File: src/rtl/ext_bus_defs.svh
// Purpose: constants for the external data memory bus interface
// Assumes: 16-bit data space, 8-bit data, one clock at 40 MHz
// Notes:   internal space ends at the configurable boundary below
//
// Functional notes
// [RULE_01] four wait-state settings, one of them zero wait states
// [RULE_02] lower and upper sector with configurable boundary, own wait setting each
// [RULE_03] software picks how many high address pins are used; rest stay ports
// [RULE_04] optional bus keeper on muxed lines, switchable by software
// [RULE_05] when enabled, addresses above internal SRAM reach external pins
// [RULE_06] eight-bit muxed low address/data bus plus separate high address bus
// [RULE_07] when enabled, override direction of every dedicated port pin; unused high pins keep port direction
// [RULE_08] decode each access internal or external; external drives pins
// [RULE_09] valid low address byte on muxed bus when latch strobe falls
// [RULE_10] latch strobe stays low throughout data transfer phase
// [RULE_11] internal accesses may show bus activity but never toggle read/write strobes
// [RULE_12] when disabled, dedicated pins return to normal port values and directions
// [RULE_13] when disabled, addresses above internal SRAM do not alias onto it
// [RULE_14] external operation only while the enable bit is set
// [RULE_15] external byte costs one extra cycle, plus wait states: two, three, four; code adds two, three, four, five cycles over an internal access
// [RULE_16] trailing latch pulse only when next instruction also accesses RAM
// [RULE_17] read floats muxed bus and asserts read strobe; write drives data, write strobe
// [RULE_18] external memory drives read data under read strobe, captures write under write strobe
`ifndef EXT_BUS_DEFS_SVH
`define EXT_BUS_DEFS_SVH

`define INT_TOP_DEFAULT      16'h21FF
`define HIGH_PINS_FULL       3'h0
`define HIGH_PINS_NONE       3'h7
`define HIGH_ADDR_W          8
`define WAIT_W               2

`endif

File: src/rtl/ext_bus_pkg.sv
// Purpose: types for the external data memory bus interface
// Assumes: used with ext_bus_defs.svh
// Notes:   phases of one access
package ext_bus_pkg;
    typedef enum logic [2:0] {
        ST_IDLE,
        ST_ADDR,
        ST_WAIT,
        ST_XFER,
        ST_TAIL
    } phase_type;
endpackage : ext_bus_pkg

File: src/rtl/external_memory_bus_interface.sv
// Purpose: external data memory bus engine with muxed address/data and latch strobe
// Assumes: CPU offers one access at a time via req_in and waits for done_out
// Notes:   controls are plain ports; internal accesses finish without read/write strobes
`timescale 1ns/1ps
`include "ext_bus_defs.svh"

module external_memory_bus_interface #(
    parameter logic [15:0] INT_TOP = `INT_TOP_DEFAULT
) (
    input  wire logic        clk_in,
    input  wire logic        resetn_in,
    // control bits (no register bus)
    input  wire logic        ext_bus_enable_in,
    input  wire logic [2:0]  sector_limit_in,
    input  wire logic        lower_sector_wait_hi_in,
    input  wire logic        lower_sector_wait_lo_in,
    input  wire logic        upper_sector_wait_hi_in,
    input  wire logic        upper_sector_wait_lo_in,
    input  wire logic        keeper_enable_in,
    input  wire logic [2:0]  high_mask_in,
    // CPU data access
    input  wire logic        req_in,
    input  wire logic        we_in,
    input  wire logic [15:0] addr_in,
    input  wire logic [7:0]  wdata_in,
    input  wire logic        next_ram_in,
    output logic             is_external_out,
    output logic             done_out,
    output logic [7:0]       rdata_out,
    // normal port settings for the dedicated pins
    input  wire logic [7:0]  low_port_val_in,
    input  wire logic [7:0]  low_port_dir_in,
    input  wire logic [7:0]  high_port_val_in,
    input  wire logic [7:0]  high_port_dir_in,
    input  wire logic [2:0]  ctl_port_val_in,
    input  wire logic [2:0]  ctl_port_dir_in,
    // pins
    input  wire logic [7:0]  muxed_addr_data_bus_in,
    output logic [7:0]       muxed_addr_data_bus_out,
    output logic [7:0]       muxed_addr_data_bus_oe_out,
    output logic [7:0]       high_addr_bus_out,
    output logic [7:0]       high_addr_bus_oe_out,
    output logic             addr_latch_out,
    output logic             read_n_out,
    output logic             write_n_out,
    output logic [2:0]       ctl_oe_out
);

    // ****************************************************************
    // helpers
    // ****************************************************************
    function automatic logic [1:0] wait_count(input logic hi, input logic lo);
        wait_count = {hi, lo};                                      // [RULE_01]
    endfunction : wait_count

    function automatic logic [7:0] high_used(input logic [2:0] m);
        // m=0 all eight pins, m=k releases the top k pins (7 keeps only the lowest pin)
        high_used = 8'hFF >> m;                                      // [RULE_03]
    endfunction : high_used

    logic [15:0] boundary;
    logic        external_hit;
    logic        upper_hit;
    logic [1:0]  sel_wait;

    // 0 means whole external space is upper sector
    assign boundary     = (sector_limit_in == 3'h0) ? INT_TOP + 16'h0001
                          : {1'b0, sector_limit_in, 12'h000};        // [RULE_02]
    assign external_hit = ext_bus_enable_in && (addr_in > INT_TOP);  // [RULE_05] [RULE_13] [RULE_14]
    assign upper_hit    = addr_in >= boundary;
    assign sel_wait     = upper_hit ? wait_count(upper_sector_wait_hi_in, upper_sector_wait_lo_in)
                                    : wait_count(lower_sector_wait_hi_in, lower_sector_wait_lo_in); // [RULE_02]
    assign is_external_out = external_hit;                           // [RULE_08]

    // ****************************************************************
    // access sequencer
    // ****************************************************************
    ext_bus_pkg::phase_type phase_q, phase_d;
    logic [15:0] addr_q, addr_d;
    logic [7:0]  wdata_q, wdata_d;
    logic        we_q, we_d;
    logic        ext_q, ext_d;
    logic        tail_q, tail_d;
    logic [1:0]  wait_q, wait_d;
    logic [7:0]  rdata_q, rdata_d;
    logic [7:0]  keep_q, keep_d;
    logic        done_q, done_d;

    always_comb
    begin
        phase_d = phase_q;
        addr_d  = addr_q;
        wdata_d = wdata_q;
        we_d    = we_q;
        ext_d   = ext_q;
        tail_d  = tail_q;
        wait_d  = wait_q;
        rdata_d = rdata_q;
        done_d  = 1'b0;
        keep_d  = keep_q;
        unique case (phase_q)
            ext_bus_pkg::ST_IDLE:
            begin
                if (req_in && ext_bus_enable_in)
                begin
                    addr_d  = addr_in;
                    wdata_d = wdata_in;
                    we_d    = we_in;
                    ext_d   = external_hit;                          // [RULE_08]
                    tail_d  = next_ram_in;
                    wait_d  = sel_wait;
                    phase_d = ext_bus_pkg::ST_ADDR;
                end
                else if (req_in)
                begin
                    done_d = 1'b1;
                end
            end
            ext_bus_pkg::ST_ADDR:
            begin
                // internal accesses show address activity but finish here
                if (!ext_q)
                begin
                    done_d  = 1'b1;
                    phase_d = ext_bus_pkg::ST_IDLE;                  // [RULE_11]
                end
                else
                begin
                    phase_d = ext_bus_pkg::ST_WAIT;
                end
            end
            ext_bus_pkg::ST_WAIT:
            begin
                // one base cycle plus one per wait state: 1,2,3,4 cycles in this phase
                if (wait_q == 2'h0)
                begin
                    phase_d = ext_bus_pkg::ST_XFER;                  // [RULE_15]
                end
                else
                begin
                    wait_d = wait_q - 2'h1;
                end
            end
            ext_bus_pkg::ST_XFER:
            begin
                if (!we_q)
                begin
                    rdata_d = muxed_addr_data_bus_in;                // [RULE_18]
                end
                done_d  = 1'b1;
                phase_d = tail_q ? ext_bus_pkg::ST_TAIL : ext_bus_pkg::ST_IDLE;
            end
            ext_bus_pkg::ST_TAIL:
            begin
                phase_d = ext_bus_pkg::ST_IDLE;                      // [RULE_16]
            end
        endcase
        // keeper remembers last driven or sampled value while floating
        if (muxed_addr_data_bus_oe_out != 8'h00)
        begin
            keep_d = muxed_addr_data_bus_out;
        end
        else
        begin
            keep_d = muxed_addr_data_bus_in;
        end
    end

    always_ff @(posedge clk_in)
    begin
        if (!resetn_in)
        begin
            phase_q <= ext_bus_pkg::ST_IDLE;
            addr_q  <= 16'h0000;
            wdata_q <= 8'h00;
            we_q    <= 1'b0;
            ext_q   <= 1'b0;
            tail_q  <= 1'b0;
            wait_q  <= 2'h0;
            rdata_q <= 8'h00;
            keep_q  <= 8'h00;
            done_q  <= 1'b0;
        end
        else
        begin
            phase_q <= phase_d;
            addr_q  <= addr_d;
            wdata_q <= wdata_d;
            we_q    <= we_d;
            ext_q   <= ext_d;
            tail_q  <= tail_d;
            wait_q  <= wait_d;
            rdata_q <= rdata_d;
            keep_q  <= keep_d;
            done_q  <= done_d;
        end
    end

    assign done_out  = done_q;
    assign rdata_out = rdata_q;

    // ****************************************************************
    // pin drive and port override
    // ****************************************************************
    logic       in_addr;
    logic       in_data;
    logic       floating;
    logic [7:0] hmask;

    assign in_addr  = (phase_q == ext_bus_pkg::ST_ADDR);
    assign in_data  = ext_q && ((phase_q == ext_bus_pkg::ST_WAIT) || (phase_q == ext_bus_pkg::ST_XFER));
    assign floating = in_data && !we_q;                              // [RULE_17]
    assign hmask    = high_used(high_mask_in);

    always_comb
    begin
        if (ext_bus_enable_in)
        begin
            // override directions of control pins, muxed pins and used high pins
            ctl_oe_out = 3'h7;                                       // [RULE_07]
            // latch strobe high only in address or trailing phase, low through data
            addr_latch_out = in_addr || (phase_q == ext_bus_pkg::ST_TAIL); // [RULE_09] [RULE_10] [RULE_16]
            read_n_out  = !(in_data && !we_q);                       // [RULE_11] [RULE_17]
            write_n_out = !(in_data && we_q);                        // [RULE_11] [RULE_17]
            if (floating)
            begin
                // keeper holds previous value; without it the pins float
                muxed_addr_data_bus_out    = keep_q;                 // [RULE_04]
                muxed_addr_data_bus_oe_out = keeper_enable_in ? 8'hFF : 8'h00; // [RULE_04]
            end
            else if (in_data)
            begin
                muxed_addr_data_bus_out    = wdata_q;                // [RULE_17]
                muxed_addr_data_bus_oe_out = 8'hFF;
            end
            else
            begin
                muxed_addr_data_bus_out    = addr_q[7:0];            // [RULE_06] [RULE_09]
                muxed_addr_data_bus_oe_out = 8'hFF;                  // [RULE_07]
            end
            // unused high pins stay ordinary port pins
            high_addr_bus_out    = (addr_q[15:8] & hmask) | (high_port_val_in & ~hmask); // [RULE_03] [RULE_06]
            high_addr_bus_oe_out = hmask | (high_port_dir_in & ~hmask);                 // [RULE_03] [RULE_07]
        end
        else
        begin
            ctl_oe_out                 = ctl_port_dir_in;            // [RULE_12]
            addr_latch_out             = ctl_port_val_in[2];
            read_n_out                 = ctl_port_val_in[0];
            write_n_out                = ctl_port_val_in[1];
            muxed_addr_data_bus_out    = low_port_val_in;
            muxed_addr_data_bus_oe_out = low_port_dir_in;
            high_addr_bus_out          = high_port_val_in;
            high_addr_bus_oe_out       = high_port_dir_in;
        end
    end

endmodule : external_memory_bus_interface

File: config.mk
export PLATFORM = sky130hd
export DESIGN_NAME = external_memory_bus_interface
export DESIGN_NICKNAME = d
export VERILOG_FILES = /design/src/rtl/ext_bus_pkg.sv /design/src/rtl/external_memory_bus_interface.sv
export VERILOG_INCLUDE_DIRS = /design/src /design/src/rtl
export SDC_FILE = /design/constraint.sdc
export NUM_CORES = 1
export LEC_CHECK = 0
export BUFFER_PORTS_ARGS = -buffer_cell sky130_fd_sc_hd__buf_2
export CAP_MARGIN = 20
export CORE_ASPECT_RATIO = 0.75
export CORE_MARGIN = 2
export CORE_UTILIZATION = 50
export CTS_CLUSTER_SIZE = 10
export DETAILED_ROUTE_END_ITERATION = 10
export MAX_ROUTING_LAYER = met4
export PLACE_DENSITY = 0.91
export SYNTH_ARGS = -nofsm -noshare
export SYNTH_HDL_FRONTEND = slang
export SYNTH_SLANG_ARGS = --single-unit
File: constraint.sdc
create_clock -name clk_in -period 3.1 [get_ports clk_in]
set_clock_uncertainty 0.2 [all_clocks]
set_input_delay 0.31 -clock clk_in [delete_from_list [all_inputs] [get_ports clk_in]]
set_output_delay 0.31 -clock clk_in [all_outputs]
set_load 0.05 [all_outputs]
## Yosys cells after proc, flatten, opt, wreduce, memory -nomap -nowiden

Cells that the tools add are included.

| storage, ports and cells | value |
|---|---|
| register bits after elaboration | 49 |

| operators by class | value |
|---|---|
| shift operators | 1 |
| bitwise gates (word level) | 7 |
| multiplexer cells | 27 |
| add/sub/neg operators | 1 |
| magnitude comparators | 2 |
| reduce and logical (&&, ||, !) cells | 19 |
| eq/ne operators | 7 |

Operator list:

| operator | number |
|---|---|
| 8-bit 2-to-1 mux | 9 |
| 8-bit AND | 3 |
| 16-bit by 15-bit >= comparator with 1-bit output | 1 |
| 16-bit by 14-bit greater-than comparator with 1-bit output, second input constant | 1 |
| 8-bit bitwise OR | 2 |
| 15-bit 2-to-1 mux | 1 |
| 3-bit one-hot mux with 5 select lines | 1 |
| 3-bit 2-to-1 mux | 4 |
| 2-bit 2-to-1 mux | 4 |
| 8-bit inverter | 1 |
| 8-bit nonzero test | 1 |
| 8-bit by 3-bit >> shifter with 8-bit output, first input constant | 1 |
| 3-bit by 2-bit equality test with 1-bit output, second input constant | 2 |
| 3-bit logical NOT | 2 |
| 1-bit 2-to-1 mux | 6 |
| 2-bit != test, second input constant | 3 |
| 2-bit AND reduction | 3 |
| 1-bit logical AND | 5 |
| 2-bit one-hot mux with 2 select lines | 1 |
| 3-bit by 1-bit equality test with 1-bit output, second input constant | 1 |
| 3-bit equality test, second input constant | 1 |
| 1-bit logical NOT | 3 |
| 1-bit one-hot mux with 3 select lines | 1 |
| 3-bit AND reduction | 1 |
| other kinds (5) | 6 |

## Longest topological paths before layout

Gate-level depths: netlist (run 1).

| depth | value |
|---|---|
| depth in word-level cells | 8 |
| mapped depth | 7 |

## Worst setup path after synthesis (run 1)

Ideal clock, no wire load.

| timing | value |
|---|---|
| path kind | register to output |
| from | reg phase_q[1] |
| to | out write_n_out |
| slack | 0.793 ns |
| arrival | 1.797 ns |
| stages on the path, launching flop included | 6 |
| path buffers | 3 |
| cells stage by stage | dfxtp_1 > clkbuf_2 > and3b_1 > buf_2 > buf_2 > a31oi_1 |

| on the way | value |
|---|---|
| word-level cells in the longest chain between the ends | 6 |

Ends and longest elaborated chain:

| what | RTL line | source |
|---|---|---|
| from (decl) | external_memory_bus_interface.sv:78 | `ext_bus_pkg::phase_type phase_q, phase_d;` |
| from (signal assigned) | external_memory_bus_interface.sv:173 | `phase_q <= ext_bus_pkg::ST_IDLE;` |
| from (signal assigned) | external_memory_bus_interface.sv:186 | `phase_q <= phase_d;` |
| 3-bit by 2-bit equality test with 1-bit output | external_memory_bus_interface.sv:211 | `assign in_data = ext_q && ((phase_q == ext_bus_pkg::ST_WAIT) \|\| (phase_q == ext_bus_pkg::ST_XFER));` |
| 1-bit logical OR (*) | external_memory_bus_interface.sv:211 |  |
| 1-bit logical AND (*) | external_memory_bus_interface.sv:211 |  |
| 1-bit logical AND (*) | external_memory_bus_interface.sv:224 | `write_n_out = !(in_data && we_q);` |
| 1-bit logical NOT (*) | external_memory_bus_interface.sv:224 |  |
| 1-bit 2-to-1 mux (*) | external_memory_bus_interface.sv:217 | `if (ext_bus_enable_in)` |
| to (decl) | external_memory_bus_interface.sv:45 | `output logic write_n_out,` |

Every way passes the cells marked *; elsewhere a longest branch is shown, timed or not.

## Final worst setup path (run 1)

| timing | value |
|---|---|
| from | reg phase_q[1] |
| to | out muxed_addr_data_bus_out[6] |

| on the way | value |
|---|---|
| word-level cells in the longest chain between the ends | 6 |

Ends and longest elaborated chain:

| what | RTL line | source |
|---|---|---|
| 3-bit by 2-bit equality test with 1-bit output | external_memory_bus_interface.sv:211 |  |
| 1-bit logical OR (*) | external_memory_bus_interface.sv:211 |  |
| 1-bit logical AND (*) | external_memory_bus_interface.sv:211 |  |
| 8-bit 2-to-1 mux or 1-bit logical AND (tied branches) | external_memory_bus_interface.sv:231, external_memory_bus_interface.sv:212 |  |
| 8-bit 2-to-1 mux (*) | external_memory_bus_interface.sv:225 | `if (floating)` |
| 8-bit 2-to-1 mux (*) | external_memory_bus_interface.sv:217 |  |
| to (decl) | external_memory_bus_interface.sv:39 | `output logic [7:0] muxed_addr_data_bus_out,` |

Marked as above.

==> results.txt, run 1 <==
- Outcome: completed
* Post-synthesis cell count: 345
* Reg2Reg Setup Slack: 1.05 ns
* Max-slew violation total from the final report: 0
- After clock tree synthesis, the clock-pin slew on the worst setup and hold paths is 0.09 ns.
* Initial Util: 0.512
* Maximum ir drop on the vdd rail: 0.000289 V
- Die span in x: 88.8 um
- Antenna violations before repair: 0
* Maximum number of pins on one net before global-route repair: 32
- Along the worst path, the maximum fanout reaches 17.
- The share of the Yosys chip area taken by registers is 0.364.
* Combined area of all synthesized cells: 2700 um^2
- At the later pin of the worst-skew pair, clock insertion delay measures 0.30 ns.
- Setup Buffers After CTS: 0
- Most common library cell in the layout ignoring fill and taps: sky130_fd_sc_hd__buf_2
* DRT antenna net count: 0
- The initialized floorplan defines 23 standard-cell rows.
- In the routed design, unresolved DRC markers number 0.
* Count of port buffers added during placement: 134
- Launching point of the worst reg2reg path: phase_q[1]$_SDFFE_PN0P_
- Number of cells upsized or downsized after cts: 0
- Yosys printed 0 warnings.
* Number of vias in the routed layout: 2,836
- Minimum clock period: 2.54 ns
- Following the worst setup path forward leads to its endpoint at muxed_addr_data_bus_out[6].
* Maximum capacitance violations: 0
- Compared with the post-synthesis result, the final layout area differs by 30.1%.
* Transition at the pin with the smallest max-transition slack: 0.746 ns
- Share of post-route cells with drive strength above 1: 0.360
- The die covers 6000 um^2.
- Highest-count cells in the layout ignoring fill and taps: 134 x sky130_fd_sc_hd__buf_2, 76 x sky130_fd_sc_hd__nand2_1, 49 x sky130_fd_sc_hd__dfxtp_1, 31 x sky130_fd_sc_hd__a21oi_1
- Kind of critical path: reg -> out
- Dividing the detail-routed via count by the number of cells gives 5.23.
* Total Nets Final: 558
* Final Cycle Share: 0.818
- The worst pin sits at a relative slew slack of 0.499.
- Number of global-route vias before repair: 2,540
* CP arrival: 2.03 ns
- Measured in cells, the most critical reg-to-reg path has a length of 4.
- Hold Startpoint: wdata_in[1]
* Power density over the cells: 458 nW/um^2
- Die height: 67.6 um
* Crit path from: phase_q[1]$_SDFFE_PN0P_
* Clock tree from TritonCTS: built
- For this run, the total global-route usage over all layers was measured as 0.249.
* Standby leakage power: 0.00159 uW
- In this run the count of I/O pins placed on the die edge is 135.
- Number of nets produced by synthesis: 437
- Number of antenna repair diodes: 0
- Unrepaired setup endpoints after global routing: false
- Gpl congestion: 0.878
- TritonCTS buffer count: 5
- The clock passes through at most 2 buffers.
- Summed over all nets, the half-perimeter wirelength after detailed placement is 5760 um.
- The filler cells instantiated in the layout total 497.
* Peak clock frequency supported by timing: 0.394 GHz
* Detailed-route wire length per cell: 13.4 um
* Placed instance area: 3370 um^2
- Dominant cells by area after synthesis: sky130_fd_sc_hd__dfxtp_1 36%, sky130_fd_sc_hd__nand2_1 11%, sky130_fd_sc_hd__mux2i_1 5.9%
- Library cell occupying the most area in the post-synthesis netlist: sky130_fd_sc_hd__dfxtp_1
* Final WL: 7270 um
* Clk sinks: 49
* Path class of the lowest-slack min-delay path: in -> reg
* Number of distinct library cell variants in the gate-level netlist after synthesis: 42
- In this run, the number of DRC markers left after iteration 0 of detailed routing was 132.
* Category of the worst setup path capture point: output pin
* Required arrival time at the worst endpoint: 2.59 ns
- Setup violations remaining at the end of the flow were counted as 0.
- Grt ovf: 0
- Startpoint Class: flip-flop
- Each instance of the synthesized netlist takes up on average 7.82 um^2.
- First-pass GRT wire length: 11,300 um
- Of the post-synthesis cell area, the dominant cell type holds 0.364.
- Clk root buf: sky130_fd_sc_hd__clkbuf_8
- Detailed-routing iteration count for the pre-antenna-repair pass: 4
* Post-synthesis sequential element count: 49
* Setup TNS: 0 ns
* Hold Path Depth: 3
* Placeable core region: 5270 um^2
- Post-route cell area: 3510 um^2
* Final Hold Violating Endpoints: 0
* Number of hold-repair buffers added at the cts stage: 0
- Maximum level of the CTS H-tree: 2
- Endpoint of the lowest-slack register-to-register path: wait_q[1]$_SDFFE_PN0P_
logic make-up (layout without fill, tap and decap cells):
logic type	count (synthesis)	in the layout	share of synthesized area
compound gates	72	72	0.164
xor+xnor	1	1	0.00325
fa+ha+maj	5	5	0.0232
buf+inv	39	161	0.0663
flops	49	49	0.364
mux	25	25	0.0969
simple gates	154	154	0.282
report_power, final:
group	internal, uW	switching, uW
combinational	128	252
sequential	658	20.1
clock	325	222
state kept, by name, summed over array words and instances (netlist names):
| name | cells |
|---|---|
| we_q | 1 |
| phase_q | 3 |
| ext_q | 1 |
| wdata_q | 8 |
| wait_q | 2 |
| keep_q | 8 |
| rdata_out | 8 |
| done_out | 1 |
| tail_q | 1 |
| addr_q | 16 |
layer usage:
layer | track usage | routed length (um) | up-vias
li1 | - | - | 1423
met1 | 0.327 | 3340 | 1297
met2 | 0.401 | 3340 | 110
met3 | 0.0465 | 550 | 6
met4 | 0.0587 | 47 | 0
met5 | - | 0 | -
critical path: stages, from the launching register on:
cell and delay [ns]:
sky130_fd_sc_hd__dfxtp_1 0.56, sky130_fd_sc_hd__and3b_1 0.58, sky130_fd_sc_hd__nand2_1 0.13, sky130_fd_sc_hd__o211ai_1 0.15
sky130_fd_sc_hd__nand2_1 0.08, sky130_fd_sc_hd__buf_2 0.22
synth_stat cells:
library cell	number
sky130_fd_sc_hd__a211oi_1	1
sky130_fd_sc_hd__a21o_1	2
sky130_fd_sc_hd__a21oi_1	31
sky130_fd_sc_hd__a311oi_1	8
sky130_fd_sc_hd__a31oi_1	1
sky130_fd_sc_hd__a41oi_1	2
sky130_fd_sc_hd__and2_1	1
sky130_fd_sc_hd__and3b_1	1
sky130_fd_sc_hd__and4bb_2	2
sky130_fd_sc_hd__buf_2	7
sky130_fd_sc_hd__buf_6	3
sky130_fd_sc_hd__clkbuf_1	13
sky130_fd_sc_hd__clkbuf_2	1
sky130_fd_sc_hd__clkinv_1	1
sky130_fd_sc_hd__dfxtp_1	49
sky130_fd_sc_hd__ha_1	5
sky130_fd_sc_hd__inv_1	14
sky130_fd_sc_hd__mux2_2	9
sky130_fd_sc_hd__mux2i_1	16
sky130_fd_sc_hd__nand2_1	76
sky130_fd_sc_hd__nand2b_1	17
sky130_fd_sc_hd__nand3_1	3
sky130_fd_sc_hd__nand3b_1	1
sky130_fd_sc_hd__nand3b_4	1
sky130_fd_sc_hd__nand4bb_1	1
sky130_fd_sc_hd__nor2_1	18
sky130_fd_sc_hd__nor2b_1	2
sky130_fd_sc_hd__nor3_1	11
sky130_fd_sc_hd__nor3b_1	4
sky130_fd_sc_hd__nor4_1	3
sky130_fd_sc_hd__o211ai_1	9
sky130_fd_sc_hd__o21ai_0	14
sky130_fd_sc_hd__o2bb2ai_1	1
sky130_fd_sc_hd__o31a_1	1
sky130_fd_sc_hd__o31ai_1	1
sky130_fd_sc_hd__o41ai_1	1
sky130_fd_sc_hd__or2_1	1
sky130_fd_sc_hd__or2_2	7
sky130_fd_sc_hd__or2b_1	1
sky130_fd_sc_hd__or4_1	2
sky130_fd_sc_hd__or4b_2	2
sky130_fd_sc_hd__xnor2_1	1
final cells by class:
| type | count | area (um^2) | share of cell area |
|---|---|---|---|
| Multi-Input combinational cell | 257 | 1540 | 0.439 |
| Clock buffer | 5 | 68.8 | 0.0196 |
| Clock inverter | 3 | 68.8 | 0.0196 |
| Sequential cell | 49 | 981 | 0.280 |
| Timing Repair Buffer | 138 | 701 | 0.200 |
| Tap cell | 75 | 93.8 | 0.0267 |
| Inverter | 15 | 56.3 | 0.0160 |
stage by stage:
step | setup slack (ns) | util | hold WS [ns] | std cells | total power (uW)
after CTS | 0.550 | 0.666 | 0.0332 | 542 | 1620
after global routing | 0.307 | 0.666 | 0.0274 | 542 | 1680
after floorplan | 0.793 | - | 0.233 | 345 | 950
after global placement | 0.858 | 0.640 | 0.241 | 534 | 1070
final | 0.563 | 0.666 | 0.0416 | 542 | 1610
after detailed placement | 0.744 | 0.640 | 0.248 | 534 | 1070
how the worst min path moves through the flow:
| stage | endpoint | slack (ns) |
|---|---|---|
| after floorplan | addr_q[14]$_SDFFE_PN0P_ | 0.23 |
| after global placement | addr_q[9]$_SDFFE_PN0P_ | 0.24 |
| after detailed placement | addr_q[3]$_SDFFE_PN0P_ | 0.25 |
| after CTS | we_q$_SDFFE_PN0P_ | 0.03 |
| after global routing | wdata_q[3]$_SDFFE_PN0P_ | 0.03 |
| final | wdata_q[1]$_SDFFE_PN0P_ | 0.04 |
Note: power is estimated with default switching activity, not from simulation.
==> run 2: changes to the inputs <==
--- a/config.mk
+++ b/config.mk
@@ -10,11 +10,11 @@
 export CAP_MARGIN = 20
 export CORE_ASPECT_RATIO = 0.75
 export CORE_MARGIN = 2
-export CORE_UTILIZATION = 50
+export CORE_UTILIZATION = 42
 export CTS_CLUSTER_SIZE = 10
 export DETAILED_ROUTE_END_ITERATION = 10
 export MAX_ROUTING_LAYER = met4
-export PLACE_DENSITY = 0.91
+export PLACE_DENSITY = 0.82
 export SYNTH_ARGS = -nofsm -noshare
 export SYNTH_HDL_FRONTEND = slang
 export SYNTH_SLANG_ARGS = --single-unit
==> constraint.sdc (replaced) <==
create_clock -name clk_in -period 2.3 [get_ports clk_in]
set_clock_uncertainty 0.2 [all_clocks]
set_input_delay 0.23 -clock clk_in [delete_from_list [all_inputs] [get_ports clk_in]]
set_output_delay 0.23 -clock clk_in [all_outputs]
set_load 0.05 [all_outputs]
==> results.txt, run 2 (synthesis gave the netlist of run 1 again) <==
- The post-detailed-routing wire length came to 8220 um (+13%).
- The critical path is of the in -> reg type.
- The internal power component was 1460 uW (+31%).
- Number of global-route vias before repair: 2,784 (+9.6%)
* Minimum clock period: 2.21 ns
- Clk root buf: sky130_fd_sc_hd__clkbuf_8
- HPWL after detailed placement: 6050 um (+5.1%)
- DRC violation count after routing: 0 (unchanged)
- The part of the power in combinational logic is 0.272 (+0.035).
- The number of nets in the finished design is 598 (+7.2%).
- The area of all placed cells without fillers came to 3890 um^2 (+11%).
* CP max FO: 4 (-13)
* Area of all sequential standard cells: 981 um^2 (unchanged)
- Standby leakage power: 0.00176 uW (+11%)
* Area added between synthesis and finish: 44.2%
* Share of the core filled with cells in the final layout: 0.622 (-0.0444)
- CP arrival: 2.18 ns (+0.15 ns)
- The required time of the critical path came to 2.27 ns (-0.32 ns).
* Clock latency reported for the late side of the worst-skew pair: 0.30 ns (about the same)
- Fraction of met3 tracks used by global routing: 0.0410 (-0.00543)
- The power share of the clock group was 0.301 (-0.040).
- Fraction of power consumed by sequential logic: 0.427 (+0.005)
* DIE AREA: 7090 um^2 (+18%)
- Grt ovf: 0 (unchanged)
* TritonCTS buffer count: 5 (unchanged)
- Unrepaired setup endpoints after global routing: false
- The number of max-cap violations was 0 (unchanged).
* Max reg flops: 16 (unchanged)
- The vias per cell is 5.22 (-0.15%).
- Power density over the cells: 546 nW/um^2 (+19%)
- The post-CTS setup repair buffer count was 0 (unchanged).
* Transition at the pin with the smallest max-transition slack: 0.660 ns (-0.0865 ns)
- TritonCTS built the clock tree.
* Initial Util: 0.431 (-0.0810)
* Most common library cell in the layout ignoring fill and taps: sky130_fd_sc_hd__buf_2
* Peak clock frequency supported by timing: 0.453 GHz
- The met1 demand-to-capacity share in global routing was 0.267 (-0.0599).
- The clock transition at the registers of the reported paths came to 0.09 ns (about the same).
* Clk sinks: 49 (unchanged)
* Number of rows created at floorplan: 25 (+8.7%)
- The count of inserted antenna diode cells is 0 (unchanged).
- Iteration-0 DRC count of the detailed router: 185 (+40%)
- Share of post-route cells with drive strength above 1: 0.347 (-0.0126)
* Antenna violations before repair: 0 (unchanged)
- The area used by multi-input combinational logic came to 1550 um^2 (+0.81%).
- Count of port buffers added during placement: 134 (unchanged)
* Path class of the lowest-slack min-delay path: in -> reg
* Final setup fails: 0 (unchanged)
* Worst Hold Margin: 0.0101 ns (-0.0316 ns)
* Startpoint Class: input port
* Maximum level of the CTS H-tree: 2 (unchanged)
* Max-slew violation total from the final report: 0 (unchanged)
- Maximum number of pins on one net before global-route repair: 45 (+41%)
- The x dimension of the die came to 96.5 um (+8.7%).
* Buffers from clock root to sink, at most: 2 (unchanged)
* DRT antenna net count: 0 (unchanged)
* Category of the worst setup path capture point: flip-flop
* Setup TNS: 0 ns (unchanged)
- Fill count: 561 (+13%)
* Highest-count cells in the layout ignoring fill and taps: 134 x sky130_fd_sc_hd__buf_2, 76 x sky130_fd_sc_hd__nand2_1, 49 x sky130_fd_sc_hd__dfxtp_1, 33 x sky130_fd_sc_hd__dlygate4sd3_1, 31 x sky130_fd_sc_hd__a21oi_1
- Outcome: completed
* Number of primary I/O pins: 135 (unchanged)
- The met2 demand-to-capacity share in global routing is 0.387 (-0.0138).
- The detail-routed net length per standard cell is 14.0 um (+4.1%).
- Maximum ir drop on the vdd rail: 0.000327 V (+13%)
* Register with the highest flop count: addr_q
- First-pass GRT wire length: 12,200 um (+8.0%)
- The number of endpoints with negative hold slack in the final report came to 0 (unchanged).
* Post-route worst setup slack: 0.0926 ns (-0.471 ns)
- Overall global routing resource usage: 0.226 (-0.0231)
* Post-place setup slack: 0.000750 ns (-0.744 ns)
- Number of vias in the routed layout: 3,072 (+8.3%)
- Switching component of the power: 666 uW (+35%)
- Placeable core region: 6260 um^2 (+19%)
- Die height: 73.4 um (+8.6%)
- Relative slew slack: 0.559 (+0.0598)
* Detailed-routing iteration count for the pre-antenna-repair pass: 5 (+1)
- The switching part of the total is 0.314 (+0.00545).
- The layer flagged by global routing as most heavily used is met2.
- Gpl congestion: 0.905 (+3.1%)
* Final Cycle Share: 0.960
- Placed instance area: 3430 um^2 (+1.8%)
-- run 2: final cells by class --
class | instances | share of cell area
clock buffers | 7 | 0.0222
clock inverters | 1 | 0.00772
inverters | 15 | 0.0145
multi-input cells | 257 | 0.399
flip-flops and latches | 49 | 0.252
well taps | 81 | 0.0260
repair buffers | 178 | 0.278
-- run 2: timing repair --
item                                   in CTS  in global routing
endpoints found under the hold margin      32                  1
gates resized for setup                     1                  1
hold buffers                               32                  1
setup endpoints to repair                   8                  1
cloned                                      0                  0
-- run 2: per-layer routing --
| metal | up-vias | wire length (um) |
|---|---|---|
| li1 | 1512 | - |
| met1 | 1409 | 3290 |
| met2 | 131 | 4060 |
| met3 | 20 | 701 |
| met4 | 0 | 166 |
| met5 | - | 0 |
-- run 2: worst paths after layout --
check,start,to,slack (ns),depth (start not counted)
worst max-delay path,addr_in[0],wait_q[0]$_SDFFE_PN0P_,0.09,6
worst min-delay path,muxed_addr_data_bus_in[2],rdata_out[2]$_SDFFE_PN0P_,0.01,3
worst max register to register,phase_q[2]$_SDFFE_PN0P_,keep_q[7]$_SDFF_PN0_,0.25,4
worst min register to register,addr_q[3]$_SDFFE_PN0P_,addr_q[3]$_SDFFE_PN0P_,0.26,2
-- run 2: metrics by stage --
stage / std cells / power [uW]
floorplan: 345 / 1280
global placement: 547 / 1450
detailed placement: 547 / 1460
CTS: 587 / 2130
global route: 588 / 2220
finish: 588 / 2120
-- run 2: power by group through the flow --
stage	clock [uW]	combinational, uW	sequential [uW]
2_1_floorplan	0	357	924
3_3_place_gp	0	520	925
3_5_place_dp	0	529	926
4_1_cts	647	574	907
5_1_grt	684	627	911
6_report	639	578	906
-- run 2: critical path: stages --
cell and delay, ns:
sky130_fd_sc_hd__dlygate4sd3_1 0.53, sky130_fd_sc_hd__buf_2 0.13, sky130_fd_sc_hd__or4_1 0.57, sky130_fd_sc_hd__nor4_1 0.40
sky130_fd_sc_hd__or4b_2 0.21, sky130_fd_sc_hd__a41oi_1 0.11
